===== config.mk =====
export PLATFORM = sky130hd
export DESIGN_NAME = amc_i2c_master
export DESIGN_NICKNAME = d
export VERILOG_FILES = /design/src/rtl/amc_pkg.sv /design/src/rtl/amc_i2c_master.sv /design/src/rtl/amc_phase_gen.sv
export SDC_FILE = /design/constraint.sdc
export NUM_CORES = 1
export LEC_CHECK = 0
export BUFFER_PORTS_ARGS = -buffer_cell sky130_fd_sc_hd__clkbuf_2
export CORE_MARGIN = 2
export CORE_UTILIZATION = 45
export CTS_BUF_LIST = sky130_fd_sc_hd__clkbuf_8
export DETAILED_ROUTE_END_ITERATION = 8
export HOLD_SLACK_MARGIN = 0.03
export PLACE_DENSITY = 0.64
export SYNTH_ARGS = -nofsm -noshare
export SYNTH_HDL_FRONTEND = slang
export SYNTH_SLANG_ARGS = --single-unit

===== constraint.sdc =====
create_clock -name core_clk -period 2.2 [get_ports core_clk]
set_input_delay 0.22 -clock core_clk [delete_from_list [all_inputs] [get_ports core_clk]]
set_output_delay 0.22 -clock core_clk [all_outputs]
set_load 0.005 [all_outputs]

===== src/rtl/amc_pkg.sv =====
/*
  Package for the amplifier control-port master: bus constants, timing, commands.
  Assumes a 100 MHz core clock and an open-drain two-wire bus with pull-ups.
*/
package amc_pkg;
  // ************************************************************
  // Timing
  // ************************************************************
  localparam int CLK_PERIOD_NS   = 10;
  localparam int BIT_RATE_KBPS   = 100;
  localparam int BIT_PERIOD_NS   = 1000000 / BIT_RATE_KBPS;
  // Quarter of a bit period, rounded up so the rate never exceeds the limit
  localparam int QTR_CYCLES      = (BIT_PERIOD_NS / 4 + CLK_PERIOD_NS - 1) / CLK_PERIOD_NS;
  localparam logic [7:0] QTR_LAST = 8'(QTR_CYCLES - 1);
  // ************************************************************
  // Addresses and register map
  // ************************************************************
  localparam logic [4:0] DEV_ADDR_BASE   = 5'h1B;
  localparam logic [7:0] REG_STATUS_LAST = 8'h07;
  localparam logic [7:0] REG_CTRL_FIRST  = 8'h08;
  localparam logic [7:0] REG_CTRL_LAST   = 8'h0F;
  localparam logic       DIR_WRITE       = 1'b0;
  localparam logic       DIR_READ        = 1'b1;
  localparam logic [3:0] BYTE_BITS       = 4'h8;
  // ************************************************************
  // Commands at the user port
  // ************************************************************
  typedef enum logic [1:0] {
    AMC_CMD_WRITE = 2'h0,
    AMC_CMD_READ  = 2'h1
  } amc_cmd_t;
endpackage


===== src/rtl/amc_i2c_master.sv =====
/*
  Two-wire bus master that programs and polls the amplifier's control port.
  Assumes pull-ups on both wires and the device's register map 0x00..0x0F.
*/
// Function
// - Bus bit rate stays at 100 kbps.
// - Bytes are eight bits, MSB first.
// - Receiver acknowledges in ninth clock period.
// - SDA fall/rise with SCL high: start/stop.
// - Master changes SDA only while SCL low, except for start, repeated start and stop.
// - Start, 7-bit address, direction, then ack.
// - Any number of bytes per transfer; this master moves one data byte per transfer.
// - Direction bit zero means write.
// - Random write: address, register, data, stop.
// - After power-on reset, master re-initialises; this master only flags it, raising reinit_needed on any NACK.
// - Load dump shuts down; master restarts; this master has no load-dump handling beyond reinit_needed on a NACK.
// - Read: register write, repeated start, NACK.
`timescale 1ns/1ps
`default_nettype none
module amc_i2c_master
  import amc_pkg::*;
(
  input  wire logic       core_clk,
  input  wire logic       rst,
  input  wire logic       cmd_valid,
  output logic            cmd_ready,
  input  wire logic [1:0] cmd_op,
  input  wire logic [1:0] cmd_dev_sel,
  input  wire logic [7:0] cmd_reg,
  input  wire logic [7:0] cmd_wdata,
  output logic            rsp_valid,
  output logic [7:0]      rsp_rdata,
  output logic            rsp_nack,
  input  wire logic       scl_i,
  output logic            scl_o,
  output logic            scl_oe,
  input  wire logic       sda_i,
  output logic            sda_o,
  output logic            sda_oe,
  output logic            reinit_needed
);
  // ************************************************************
  // State
  // ************************************************************
  typedef enum logic [7:0] {
    ST_IDLE  = 8'b0000_0001,
    ST_START = 8'b0000_0010,
    ST_TX    = 8'b0000_0100,
    ST_ACK   = 8'b0000_1000,
    ST_RX    = 8'b0001_0000,
    ST_MACK  = 8'b0010_0000,
    ST_RSTRT = 8'b0100_0000,
    ST_STOP  = 8'b1000_0000
  } amc_state_t;

  amc_state_t state, next_state;
  logic [1:0] qtr, next_qtr;
  logic [3:0] bitn, next_bitn;
  logic [1:0] stage, next_stage;   // 0 addr, 1 reg, 2 data/addr-read, 3 rx data
  logic [7:0] shreg, next_shreg;
  logic       is_read, next_is_read;
  logic       scl_low, next_scl_low;
  logic       sda_low, next_sda_low;
  logic [7:0] rdata, next_rdata;
  logic       rvalid, next_rvalid;
  logic       nack, next_nack;
  logic [1:0] scl_sync, sda_sync;
  logic       tick;

  function automatic logic [7:0] addr_byte(input logic [1:0] sel, input logic dir);
    addr_byte = {DEV_ADDR_BASE, sel, dir};
  endfunction

  amc_phase_gen u_phase (
    .core_clk (core_clk),
    .rst      (rst),
    .run      (state != ST_IDLE),
    .tick     (tick)
  );

  // Synchronise the wires before anything looks at them
  always_ff @(posedge core_clk) begin
    if (rst) begin
      scl_sync <= 2'h3;
      sda_sync <= 2'h3;
    end else begin
      scl_sync <= {scl_sync[0], scl_i};
      sda_sync <= {sda_sync[0], sda_i};
    end
  end

  // ************************************************************
  // Sequencer: each bit is four quarter ticks, SDA moves in quarter 0 and, for restart and stop, in quarter 2
  // ************************************************************
  always_comb begin
    next_state   = state;
    next_qtr     = qtr;
    next_bitn    = bitn;
    next_stage   = stage;
    next_shreg   = shreg;
    next_is_read = is_read;
    next_scl_low = scl_low;
    next_sda_low = sda_low;
    next_rdata   = rdata;
    next_rvalid  = 1'b0;
    next_nack    = nack;
    case (state)
      ST_IDLE: begin
        next_scl_low = 1'b0;
        next_sda_low = 1'b0;
        if (cmd_valid) begin
          next_is_read = (cmd_op == AMC_CMD_READ);
          next_shreg   = addr_byte(cmd_dev_sel, DIR_WRITE);
          next_stage   = 2'h0;
          next_qtr     = 2'h0;
          next_nack    = 1'b0;
          next_state   = ST_START;
        end
      end
      ST_START, ST_RSTRT: begin
        if (tick) begin
          next_qtr = qtr + 2'h1;
          // Restart first releases SDA with SCL low, then raises SCL
          if (qtr == 2'h0) begin
            next_sda_low = (state == ST_START);
          end
          if (qtr == 2'h1) begin
            next_scl_low = 1'b0;
          end
          if (qtr == 2'h2) begin
            next_sda_low = 1'b1; // Restart: SDA falls while SCL high; start already pulled it low in quarter 0
          end
          if (qtr == 2'h3) begin
            next_scl_low = 1'b1;
            next_bitn    = BYTE_BITS;
            next_state   = ST_TX;
          end
        end
      end
      ST_TX, ST_ACK, ST_RX, ST_MACK: begin
        if (tick) begin
          next_qtr = qtr + 2'h1;
          if (qtr == 2'h0) begin
            // Data changes only with SCL low
            case (state)
              ST_TX:   next_sda_low = !shreg[7];
              ST_MACK: next_sda_low = 1'b0; // Single byte: NACK
              default: next_sda_low = 1'b0;
            endcase
          end
          if (qtr == 2'h1) begin
            next_scl_low = 1'b0;
          end
          if (qtr == 2'h2) begin
            if (state == ST_RX) begin
              next_shreg = {shreg[6:0], sda_sync[1]};
            end
            // Device holds SDA low through the ack clock
            if (state == ST_ACK && sda_sync[1]) begin
              next_nack = 1'b1;
            end
          end
          if (qtr == 2'h3) begin
            next_scl_low = 1'b1;
            case (state)
              ST_TX: begin
                next_shreg = {shreg[6:0], 1'b0};
                next_bitn  = bitn - 4'h1;
                if (bitn == 4'h1) begin
                  next_state = ST_ACK;
                end
              end
              ST_RX: begin
                next_bitn = bitn - 4'h1;
                if (bitn == 4'h1) begin
                  next_state = ST_MACK;
                end
              end
              ST_ACK: begin
                next_bitn = BYTE_BITS;
                if (nack) begin
                  next_state = ST_STOP; // Unaddressed device stays quiet
                end else if (stage == 2'h0) begin
                  next_shreg = cmd_reg;
                  next_stage = 2'h1;
                  next_state = ST_TX;
                end else if (stage == 2'h1 && is_read) begin
                  next_stage = 2'h2;
                  next_state = ST_RSTRT;
                end else if (stage == 2'h1) begin
                  next_shreg = cmd_wdata;
                  next_stage = 2'h2;
                  next_state = ST_TX;
                end else if (is_read) begin
                  next_stage = 2'h3;
                  next_state = ST_RX;
                end else begin
                  next_state = ST_STOP;
                end
              end
              default: begin
                next_rdata = shreg;
                next_state = ST_STOP;
              end
            endcase
          end
        end
      end
      ST_STOP: begin
        if (tick) begin
          next_qtr = qtr + 2'h1;
          if (qtr == 2'h0) begin
            next_sda_low = 1'b1;
          end
          if (qtr == 2'h1) begin
            next_scl_low = 1'b0;
          end
          if (qtr == 2'h2) begin
            next_sda_low = 1'b0; // SDA rises while SCL high
          end
          if (qtr == 2'h3) begin
            next_rvalid = 1'b1;
            next_state  = ST_IDLE;
          end
        end
      end
      default: begin
        next_state = ST_IDLE;
      end
    endcase
    if (state == ST_RSTRT && tick && qtr == 2'h3) begin
      next_shreg = addr_byte(cmd_dev_sel, DIR_READ);
    end
  end

  always_ff @(posedge core_clk) begin
    if (rst) begin
      state   <= ST_IDLE;
      qtr     <= 2'h0;
      bitn    <= 4'h0;
      stage   <= 2'h0;
      shreg   <= 8'h00;
      is_read <= 1'b0;
      scl_low <= 1'b0;
      sda_low <= 1'b0;
      rdata   <= 8'h00;
      rvalid  <= 1'b0;
      nack    <= 1'b0;
    end else begin
      state   <= next_state;
      qtr     <= next_qtr;
      bitn    <= next_bitn;
      stage   <= next_stage;
      shreg   <= next_shreg;
      is_read <= next_is_read;
      scl_low <= next_scl_low;
      sda_low <= next_sda_low;
      rdata   <= next_rdata;
      rvalid  <= next_rvalid;
      nack    <= next_nack;
    end
  end

  // ************************************************************
  // Outputs
  // ************************************************************
  // Open drain: only ever pull low, never drive high
  assign scl_o         = 1'b0;
  assign scl_oe        = scl_low;
  assign sda_o         = 1'b0;
  assign sda_oe        = sda_low;
  assign cmd_ready     = (state == ST_IDLE);
  assign rsp_valid     = rvalid;
  assign rsp_rdata     = rdata;
  assign rsp_nack      = nack;
  // A refused address after power loss means the device must be set up again
  assign reinit_needed = nack;
endmodule
`default_nettype wire


===== src/rtl/amc_phase_gen.sv =====
/*
  Quarter-bit tick generator for the bus master.
  Assumes it runs on core_clk; the tick paces every bus phase.
*/
`timescale 1ns/1ps
`default_nettype none
module amc_phase_gen
  import amc_pkg::*;
(
  input  wire logic core_clk,
  input  wire logic rst,
  input  wire logic run,
  output logic      tick
);
  logic [7:0] cnt;
  logic [7:0] next_cnt;

  always_comb begin
    next_cnt = cnt;
    if (!run || cnt == QTR_LAST) begin
      next_cnt = 8'h00;
    end else begin
      next_cnt = cnt + 8'h01;
    end
  end

  always_ff @(posedge core_clk) begin
    if (rst) begin
      cnt <= 8'h00;
    end else begin
      cnt <= next_cnt;
    end
  end

  assign tick = run && (cnt == QTR_LAST);
endmodule
`default_nettype wire


* After elaboration in Yosys (flattened, before gate mapping)
Index checks and enable logic that the tools add are counted.
** Word-level totals
- Bits in registers :: 47
** Cells by class
- Add/subtract/negate cells :: 3
- Equality and inequality tests :: 38
- Mux-type cells :: 67
- Bitwise operators :: 3
- Reduce and logical (&&, ||, !) cells :: 36
** Operators with widths (number)
- $mux 8 :: 24
- $pmux 8 s2 :: 2
- $pmux 8 s4 :: 1
- $ne 2x2->1 const B :: 12
- $pmux 8 s3 :: 1
- $mux 2 :: 10
- $mux 1 :: 18
- $ne 3x3->1 const B :: 6
- $eq 8x8->1 const B :: 2
- $mux 4 :: 4
- $pmux 4 s2 :: 2
- $reduce_and 7->1 :: 2
- $reduce_and 3->1 :: 4
- $reduce_and 9->1 :: 1
- $add 8x1->8 const B :: 1
- $eq 8x1->1 const B :: 1
- $eq 8x2->1 const B :: 1
- $eq 8x3->1 const B :: 1
- $eq 8x4->1 const B :: 1
- $eq 8x5->1 const B :: 1
- $eq 8x6->1 const B :: 1
- $eq 8x7->1 const B :: 1
- $ne 8x1->1 const B :: 1
- $pmux 2 s2 :: 2
- other kinds (28) :: 47

* Longest topological paths before layout
Gate-level depths: netlist (run 1).
- Depth in word-level cells :: 12
- Depth in mapped cells :: 10

* Cells and area by module
From an unflattened synthesis (run 1), not the netlist that was laid out.
** Second synthesis, totals
- Cells, all modules :: 361
- Area, all modules :: 2851.5 µm²
** Modules (own cells, without submodules)
- amc_i2c_master :: times used 1, cells an instance 314, area an instance 2452.4 µm²
- amc_phase_gen :: times used 1, cells an instance 47, area an instance 399.1 µm²

* Worst setup path after synthesis (run 1)
OpenSTA, ideal clock, no wires.
- Kind :: reg2reg
- Start point :: reg state[2]
- End point :: reg shreg[5]
- Arrival :: 2.056 ns
- Data required time :: 2.139 ns
- Path slack :: 0.083 ns
- Cell stages (with the launch flop) :: 10
- Path buffers :: 2
- Period minus slack after synthesis :: 2.117 ns
- Cell sequence :: dfxtp_1 -> buf_6 -> or4_4 -> or2_1 -> buf_6 -> clkinv_2 -> and2_4 -> o21ai_2 -> a2111oi_2 -> a32o_1
** RTL lines
- start, declared :: line amc_i2c_master.sv:56 : amc_state_t state, next_state;
- start signal, assigned :: line amc_i2c_master.sv:250 : state <= next_state;
- $eq 8x1->1 *
- via cmd_ready :: line amc_i2c_master.sv:26 : output logic cmd_ready,
- $ne 2x2->1 (no source line) / $reduce_bool 2->1 (equally long branches)
- $reduce_and 3->1 (no source line)
- end signal, assigned :: line amc_i2c_master.sv:254 : shreg <= next_shreg;
- end, declared :: line amc_i2c_master.sv:60 : logic [7:0] shreg, next_shreg;
Mark *: on every way through the listed nets, which the timed path passes. The rest lies on a longest branch. The select of a mux whose other input is x is not followed.
A chain may end at the register's enable or synchronous reset.

* Worst setup path in the final report (run 1)
- Start point :: reg state[2]
- End point :: reg shreg[5]
** On the way
- Longest elaborated chain between the ends :: 11
** RTL lines
- $eq 8x5->1 :: line amc_i2c_master.sv:107, amc_i2c_master.sv:155
- $mux 8 :: line amc_i2c_master.sv:155 : if (state == ST_RX) begin
- $mux 8 :: line amc_i2c_master.sv:154 : if (qtr == 2'h2) begin
- $mux 8 :: line amc_i2c_master.sv:190 : end else if (stage == 2'h1) begin
- $mux 8 :: line amc_i2c_master.sv:187 : end else if (stage == 2'h1 && is_read) begin
- $mux 8 :: line amc_i2c_master.sv:183 : end else if (stage == 2'h0) begin
- $mux 8 :: line amc_i2c_master.sv:181 : if (nack) begin
- $pmux 8 s2 :: line amc_i2c_master.sv:165 : case (state)
- $mux 8 :: line amc_i2c_master.sv:163 : if (qtr == 2'h3) begin
- $mux 8 :: line amc_i2c_master.sv:141 : if (tick) begin
- $pmux 8 s2 :: line amc_i2c_master.sv:107 : case (state)
Several ways; a longest one is shown, not always the timed one. The select of a mux whose other input is x is not followed.

==> results.ini, run 1 <==
[floorplanning]
dieHeight_um = 82.8
initial_core_util = 0.469
num_rows = 28
core_area_sq_mm = 0.00596
die_w_um = 82.8
die_area_sq_mm = 0.00686
io_pins = 41

[worst_setup_path]
reg2reg_from = state[2]
cp.arrival_ps = 2340
critPathCaptureType = register
crit_path_max_fanout = 6
crit_type = register to register
r2r-end = shreg[5]
r2r_setup_slack_ps = 100
ff2ff_path_depth = 7
startpoint_type = register
required_ps = 2440

[sta]
fin_ws_ps = 103
hold_viol = 0
slew_viol_final = 0
report.final.setup_viol = 0
fmax_mhz = 477
finalCriticalPeriod_ps = 2100
fin_skew_ps = 6.75
slew-limit-headroom = 0.624
finalCritPeriodShare = 0.953
worst_slew_pin_slew_ps = 563
rsz0062_at_grt = yes

[synth]
syn_area_sq_mm = 0.00280
synth_cell_types = 61
avgSynthCellArea_sq_um = 8.20
synth_seq_area_share = 0.337
synthTopCellsByArea = dfxtp_1 34%, nor2_1 6.7%, mux2i_1 5.7%, nand2_1 3.6%, ha_1 3.6%
yosys.cell_count.top_type = nor2_1
yosysTopAreaCell = dfxtp_1
netlist_top_cells_count = 50 x nor2_1, 47 x dfxtp_1, 27 x nand2_1
synth_edf_count = 0
synth_seq_cells = 47
synthFlopType = dfxtp_1
async_reset_ff_frac = 0
yosys_warnings = 0
netlist_instances = 341
netlist.area_leader.share = 0.337

[clocking]
clk_path_buf_depth = 2
clockRootBuffer = clkbuf_8
cts_hold_buf = 0
cts_tree = yes
insertion_delay_ps = 300
cts_sinks = 47
clkSlewWorstSetupHoldPaths_ps = 90
cts_buffers = 5
htreeDepth = 2

[worst_hold_path]
whs_path_depth = 2
hold_class = input port to register
min_to = sda_sync[0]
hold_start = sda_i

[grt]
grt-ovfl-total = 0
grtUsageTotal = 0.214
grt_pass1_wl_um = 12200
grt_max_degree = 19
antenna_found_initial = 0
grt_pass1_vias = 2583

[final_layout]
fill_cells = 564
nNetsFinal = 434
finalInstanceArea_sq_mm = 0.00340
finish.utilization = 0.571
area_delta_synth_final_pct = 21.6
instances_no_fill = 476
n_antenna_cell = 0
drive_gt1_frac = 0.287

[routing]
antenna_left = 0
drtPass1Iterations = 4
vias = 2722
wl_per_cell_um = 15.5
wl_um = 7360
via_per_inst = 5.72
drtIter0Drc = 177
drc = 0

[placement]
place_worst_setup_slack_ps = 48.9
numPortBuffers = 37
hpwl_um = 5570
gp_congestion = 0.910
placed_area_sq_mm = 0.00323
dp_cells = 467

[power]
finalPower_mw = 2.75
power_density_mw_per_mm2 = 809
cellLeakagePower_nw = 1.45
irDropWorstVdd_uv = 537

[flow_run]
cap_violations = 0

[status]
status = finished clean

## state kept, by name, indices dropped and copies added, names as in the netlist
name and cells:
u_phase.cnt 8, bitn 4, sda_oe 1, stage 2
rsp_valid 1, qtr 2, reinit_needed 1, sda_sync 2
shreg 8, rsp_rdata 8, is_read 1, state 8
scl_oe 1
## layer usage
| metal | up-vias | part of all wire | track usage |
|---|---|---|---|
| met4 | 0 | 0.017 | 0.0566 |
| met2 | 57 | 0.48 | 0.361 |
| li1 | 1349 | - | - |
| met3 | 13 | 0.041 | 0.0348 |
| met1 | 1303 | 0.46 | 0.285 |
| met5 | - | 0 | 0 |
## cell families (layout without fill, tap and decap cells)
logic type	after synthesis	after routing	synth area share
AND/OR/NAND/NOR	154	154	0.288
AO/OA/AOI/OAI	73	73	0.194
buffers and inverters	33	92	0.0577
flip-flops	47	47	0.337
XOR/XNOR	8	8	0.0251
adder cells (fa/ha/maj)	8	8	0.0358
multiplexers	17	17	0.0613
other	1	2	0.00134
## repair_timing
| action | CTS | global route |
|---|---|---|
| setup endpoints to repair | 0 | 21 |
| gates resized for setup | 0 | 18 |
| buffers inserted | 0 | 2 |
## power breakdown
group	internal, mW	switching, mW
Clock	0.329	0.282
Combinational	0.527	0.580
Sequential	0.932	0.100
## worst max-delay path, cell delays in order (launching register included)
cell	delay, ps
dfxtp_2	360
or4_4	570
or2_4	310
clkinv_2	60
and2_4	150
o21ai_2	90
a2111oi_2	350
a32o_1	160
## final cells by class
class / instances / area, sq um / area share
inverters: 11 / 42.5 / 0.0125
flip-flops and latches: 47 / 948 / 0.279
repair buffers: 74 / 475 / 0.140
clock inverters: 2 / 33.8 / 0.00994
multi-input cells: 262 / 1740 / 0.511
clock buffers: 5 / 68.8 / 0.0202
well taps: 75 / 93.8 / 0.0276
## cell usage in the layout, fill, tap and decap left out, types with 4 or more instances in the layout
cell type / synthesis / final
a21oi_1: 11 / 10
a221oi_1: 5 / 5
a32oi_1: 4 / 4
buf_4: 3 / 36
clkbuf_2: 0 / 37
clkbuf_8: 0 / 5
dfxtp_1: 47 / 41
dfxtp_2: 0 / 6
ha_1: 8 / 8
inv_1: 10 / 11
mux2i_1: 16 / 16
nand2_1: 27 / 27
nand3_1: 10 / 10
nor2_1: 50 / 50
nor2b_1: 5 / 5
nor3_1: 17 / 17
o21ai_0: 14 / 14
o22ai_1: 8 / 8
o2bb2ai_1: 4 / 4
or2_2: 4 / 4
or3_1: 5 / 4
xor2_1: 5 / 5
## metrics by stage
| stage | TNS (ps) | hold slack [ps] |
|---|---|---|
| detailed placement | 0 | 398 |
| finish | 0 | 97.6 |
| global placement | 0 | 393 |
| global route | -5.41 | 109 |
| floorplan | 0 | 324 |
| CTS | 0 | 92.7 |
## worst max-delay path by stage
stage | from | end | slack (ps) | cells after the start
finish | state[2] | shreg[5] | 100 | 7
global route | state[0] | shreg[0] | -5 | 8
CTS | state[5] | sda_oe | 20 | 6
detailed placement | state[6] | shreg[1] | 50 | 5
global placement | state[3] | shreg[3] | 70 | 6
floorplan | state[2] | shreg[5] | 80 | 9
No activity file was read; power rests on OpenSTA's default activity.
==> run 2, diff against run 1 <==
--- a/config.mk
+++ b/config.mk
@@ -5,7 +5,9 @@
 export SDC_FILE = /design/constraint.sdc
 export NUM_CORES = 1
 export LEC_CHECK = 0
+export ABC_AREA = 1
 export BUFFER_PORTS_ARGS = -buffer_cell sky130_fd_sc_hd__clkbuf_2
+export CORE_ASPECT_RATIO = 1.4
 export CORE_MARGIN = 2
 export CORE_UTILIZATION = 45
 export CTS_BUF_LIST = sky130_fd_sc_hd__clkbuf_8
==> run 2 against run 1 <==
Sequential power grew 13%. Register-to-register slack gained 220 ps. Largest power group unchanged. Critical path depth grew 4. Critical path type unchanged.
==> results.ini, run 2 <==
[worst_hold_path]
hold_start = sda_i
hold_class = input port to register
whs_path_depth = 2
min_to = sda_sync[0]

[worst_setup_path]
slowest_stage = dfxtp_1
ff2ff_path_depth = 11
critPathCaptureType = register
path_cells = ha_1 -> inv_1 -> nor3_2 -> nand2_1 -> nor2_4 -> nand2_2 -> inv_2 -> nand2_2 -> inv_2 -> o21ai_0 -> a21oi_1
reg2reg_from = u_phase.cnt[0]
r2r_setup_slack_ps = 320
startpoint_type = register
max_stage_delay_ps = 400
critical_path_buf_inv_count = 3
r2r-end = rsp_rdata[0]
crit_type = register to register
crit_family = simple AND/OR/NAND/NOR gates
crit_path_max_fanout = 12
required_ps = 2430
cp.arrival_ps = 2110

[grt]
grtUsageTotal = 0.204
grt-ovfl-total = 0
grt_pass1_wl_um = 11600
antenna_found_initial = 0
grt_pass1_vias = 2638
grt_max_degree = 27

[synth]
yosysTopAreaCell = dfxtp_1
synthTopCellsByArea = dfxtp_1 32%, nand2_1 10%, a21oi_1 6.6%, inv_1 5.7%, nor2_1 5.7%
syn_area_sq_mm = 0.00295
synth_seq_area_share = 0.319
async_reset_ff_frac = 0
synth_edf_count = 0
netlist_instances = 429
synth_cell_types = 40
netlist_top_cells_count = 81 x nand2_1, 47 x dfxtp_1, 45 x inv_1, 45 x nor2_1, 39 x a21oi_1
synthFlopType = dfxtp_1
yosys_warnings = 0
avgSynthCellArea_sq_um = 6.87
yosys.cell_count.top_type = nand2_1
netlist.area_leader.share = 0.319
synth_seq_cells = 47

[final_layout]
n_antenna_cell = 0
final_common_cell = nand2_1
instances_no_fill = 539
nNetsFinal = 499
drive_gt1_frac = 0.233
fill_cells = 659
finish.utilization = 0.520
finalInstanceArea_sq_mm = 0.00328
seq_area_sq_um = 941
multi_input_area_sq_mm = 0.00169
area_delta_synth_final_pct = 11.1
final_cell_mix = 81 x nand2_1, 47 x dfxtp_1, 45 x inv_1, 45 x nor2_1, 39 x a21oi_1

[routing]
antenna_left = 0
drtIter0Drc = 94
wl_per_cell_um = 12.8
wl_um = 6900
via_per_inst = 5.14
wl_met1_um = 2810
topRoutingLayerUsed = met4
drc = 0
drtPass1Iterations = 5
route.met3.wl_um = 220
vias = 2769
wl_met2_um = 3710

[sta]
report.final.setup_viol = 0
fmax_mhz = 531
fin_skew_ps = 7.24
finalCriticalPeriod_ps = 1880
hold_viol = 0
setup_tns_ps = 0
slew_viol_final = 0
finalCritPeriodShare = 0.855
rsz0062_at_grt = no

[clocking]
cts_sinks = 47
cts_tree = yes
cts_hold_buf = 0
clockRootBuffer = clkbuf_8
cts_resized = 0
postCtsSetupRepairBufs = 0
cts_buffers = 5
clk_path_buf_depth = 2
htreeDepth = 2
insertion_delay_ps = 300
clkSlewWorstSetupHoldPaths_ps = 90

[flow_run]
cap_violations = 0

[floorplanning]
initial_core_util = 0.468
core_area_sq_mm = 0.00630
dieHeight_um = 99.8
io_pins = 41
die_area_sq_mm = 0.00723
die_w_um = 72.4
num_rows = 34

[placement]
gp_congestion = 0.865
dp_cells = 531
numPortBuffers = 37
hpwl_um = 5370
placed_area_sq_mm = 0.00316

[power]
irDropWorstVdd_uv = 980
cellLeakagePower_nw = 1.49
power_density_mw_per_mm2 = 1060
finalPower_mw = 3.48

[status]
status = finished clean

==> run 2: cell types whose count changed after synthesis, sizes merged, moves of 17 or more <==
cell   delta
nand2    +71
inv      +47
a21oi    +30
nand3    +20
o21ai    +19
nor3     -17
==> run 2: worst max path at each step <==
| stage | depth (start not counted) | slack (ps) | end | from |
|---|---|---|---|---|
| after floorplan | 10 | 580 | bitn[1] | u_phase.cnt[0] |
| after global placement | 10 | 350 | bitn[2] | u_phase.cnt[0] |
| after detailed placement | 10 | 320 | bitn[1] | u_phase.cnt[0] |
| after CTS | 11 | 290 | rsp_rdata[0] | u_phase.cnt[0] |
| after global routing | 11 | 100 | rsp_rdata[0] | u_phase.cnt[0] |
| final | 11 | 320 | rsp_rdata[0] | u_phase.cnt[0] |
==> run 2: layer usage <==
| metal | global-route usage | vias to the layer above |
|---|---|---|
| li1 | - | 1451 |
| met1 | 0.230 | 1247 |
| met2 | 0.379 | 61 |
| met3 | 0.0271 | 10 |
| met4 | 0.0855 | 0 |
| met5 | 0 | - |
==> run 2: final cells by class <==
class,count,share of cell area
timing repair buffer,43,0.0703
multi-input combinational,312,0.515
clock buffer,5,0.0210
sequential,47,0.287
tap,72,0.0275
inverter,57,0.0653
clock inverter,3,0.0134
==> run 2: per-stage QoR <==
step	setup WS (ps)	hold WS, ps
after floorplan	584	324
after global placement	348	406
after detailed placement	320	413
after CTS	285	89.6
after global routing	102	93.4
final	318	92.6
==> run 2: kinds of logic (layout without fill, tap and decap cells) <==
family / count (synthesis) / after routing / share of synthesized area
AOI/OAI and AO/OA: 87 / 87 / 0.162
xor gates and xnor gates: 5 / 5 / 0.0148
other: 1 / 2 / 0.00127
and+or+nand+nor: 210 / 210 / 0.359
DFF: 47 / 47 / 0.319
buffers and inverters: 71 / 108 / 0.109
adders and majority gates: 8 / 8 / 0.0339
==> run 2: where the power goes <==
part / internal, mW / switching [mW]
clock network: 0.339 / 0.317
logic: 0.571 / 1.09
registers: 1.01 / 0.152
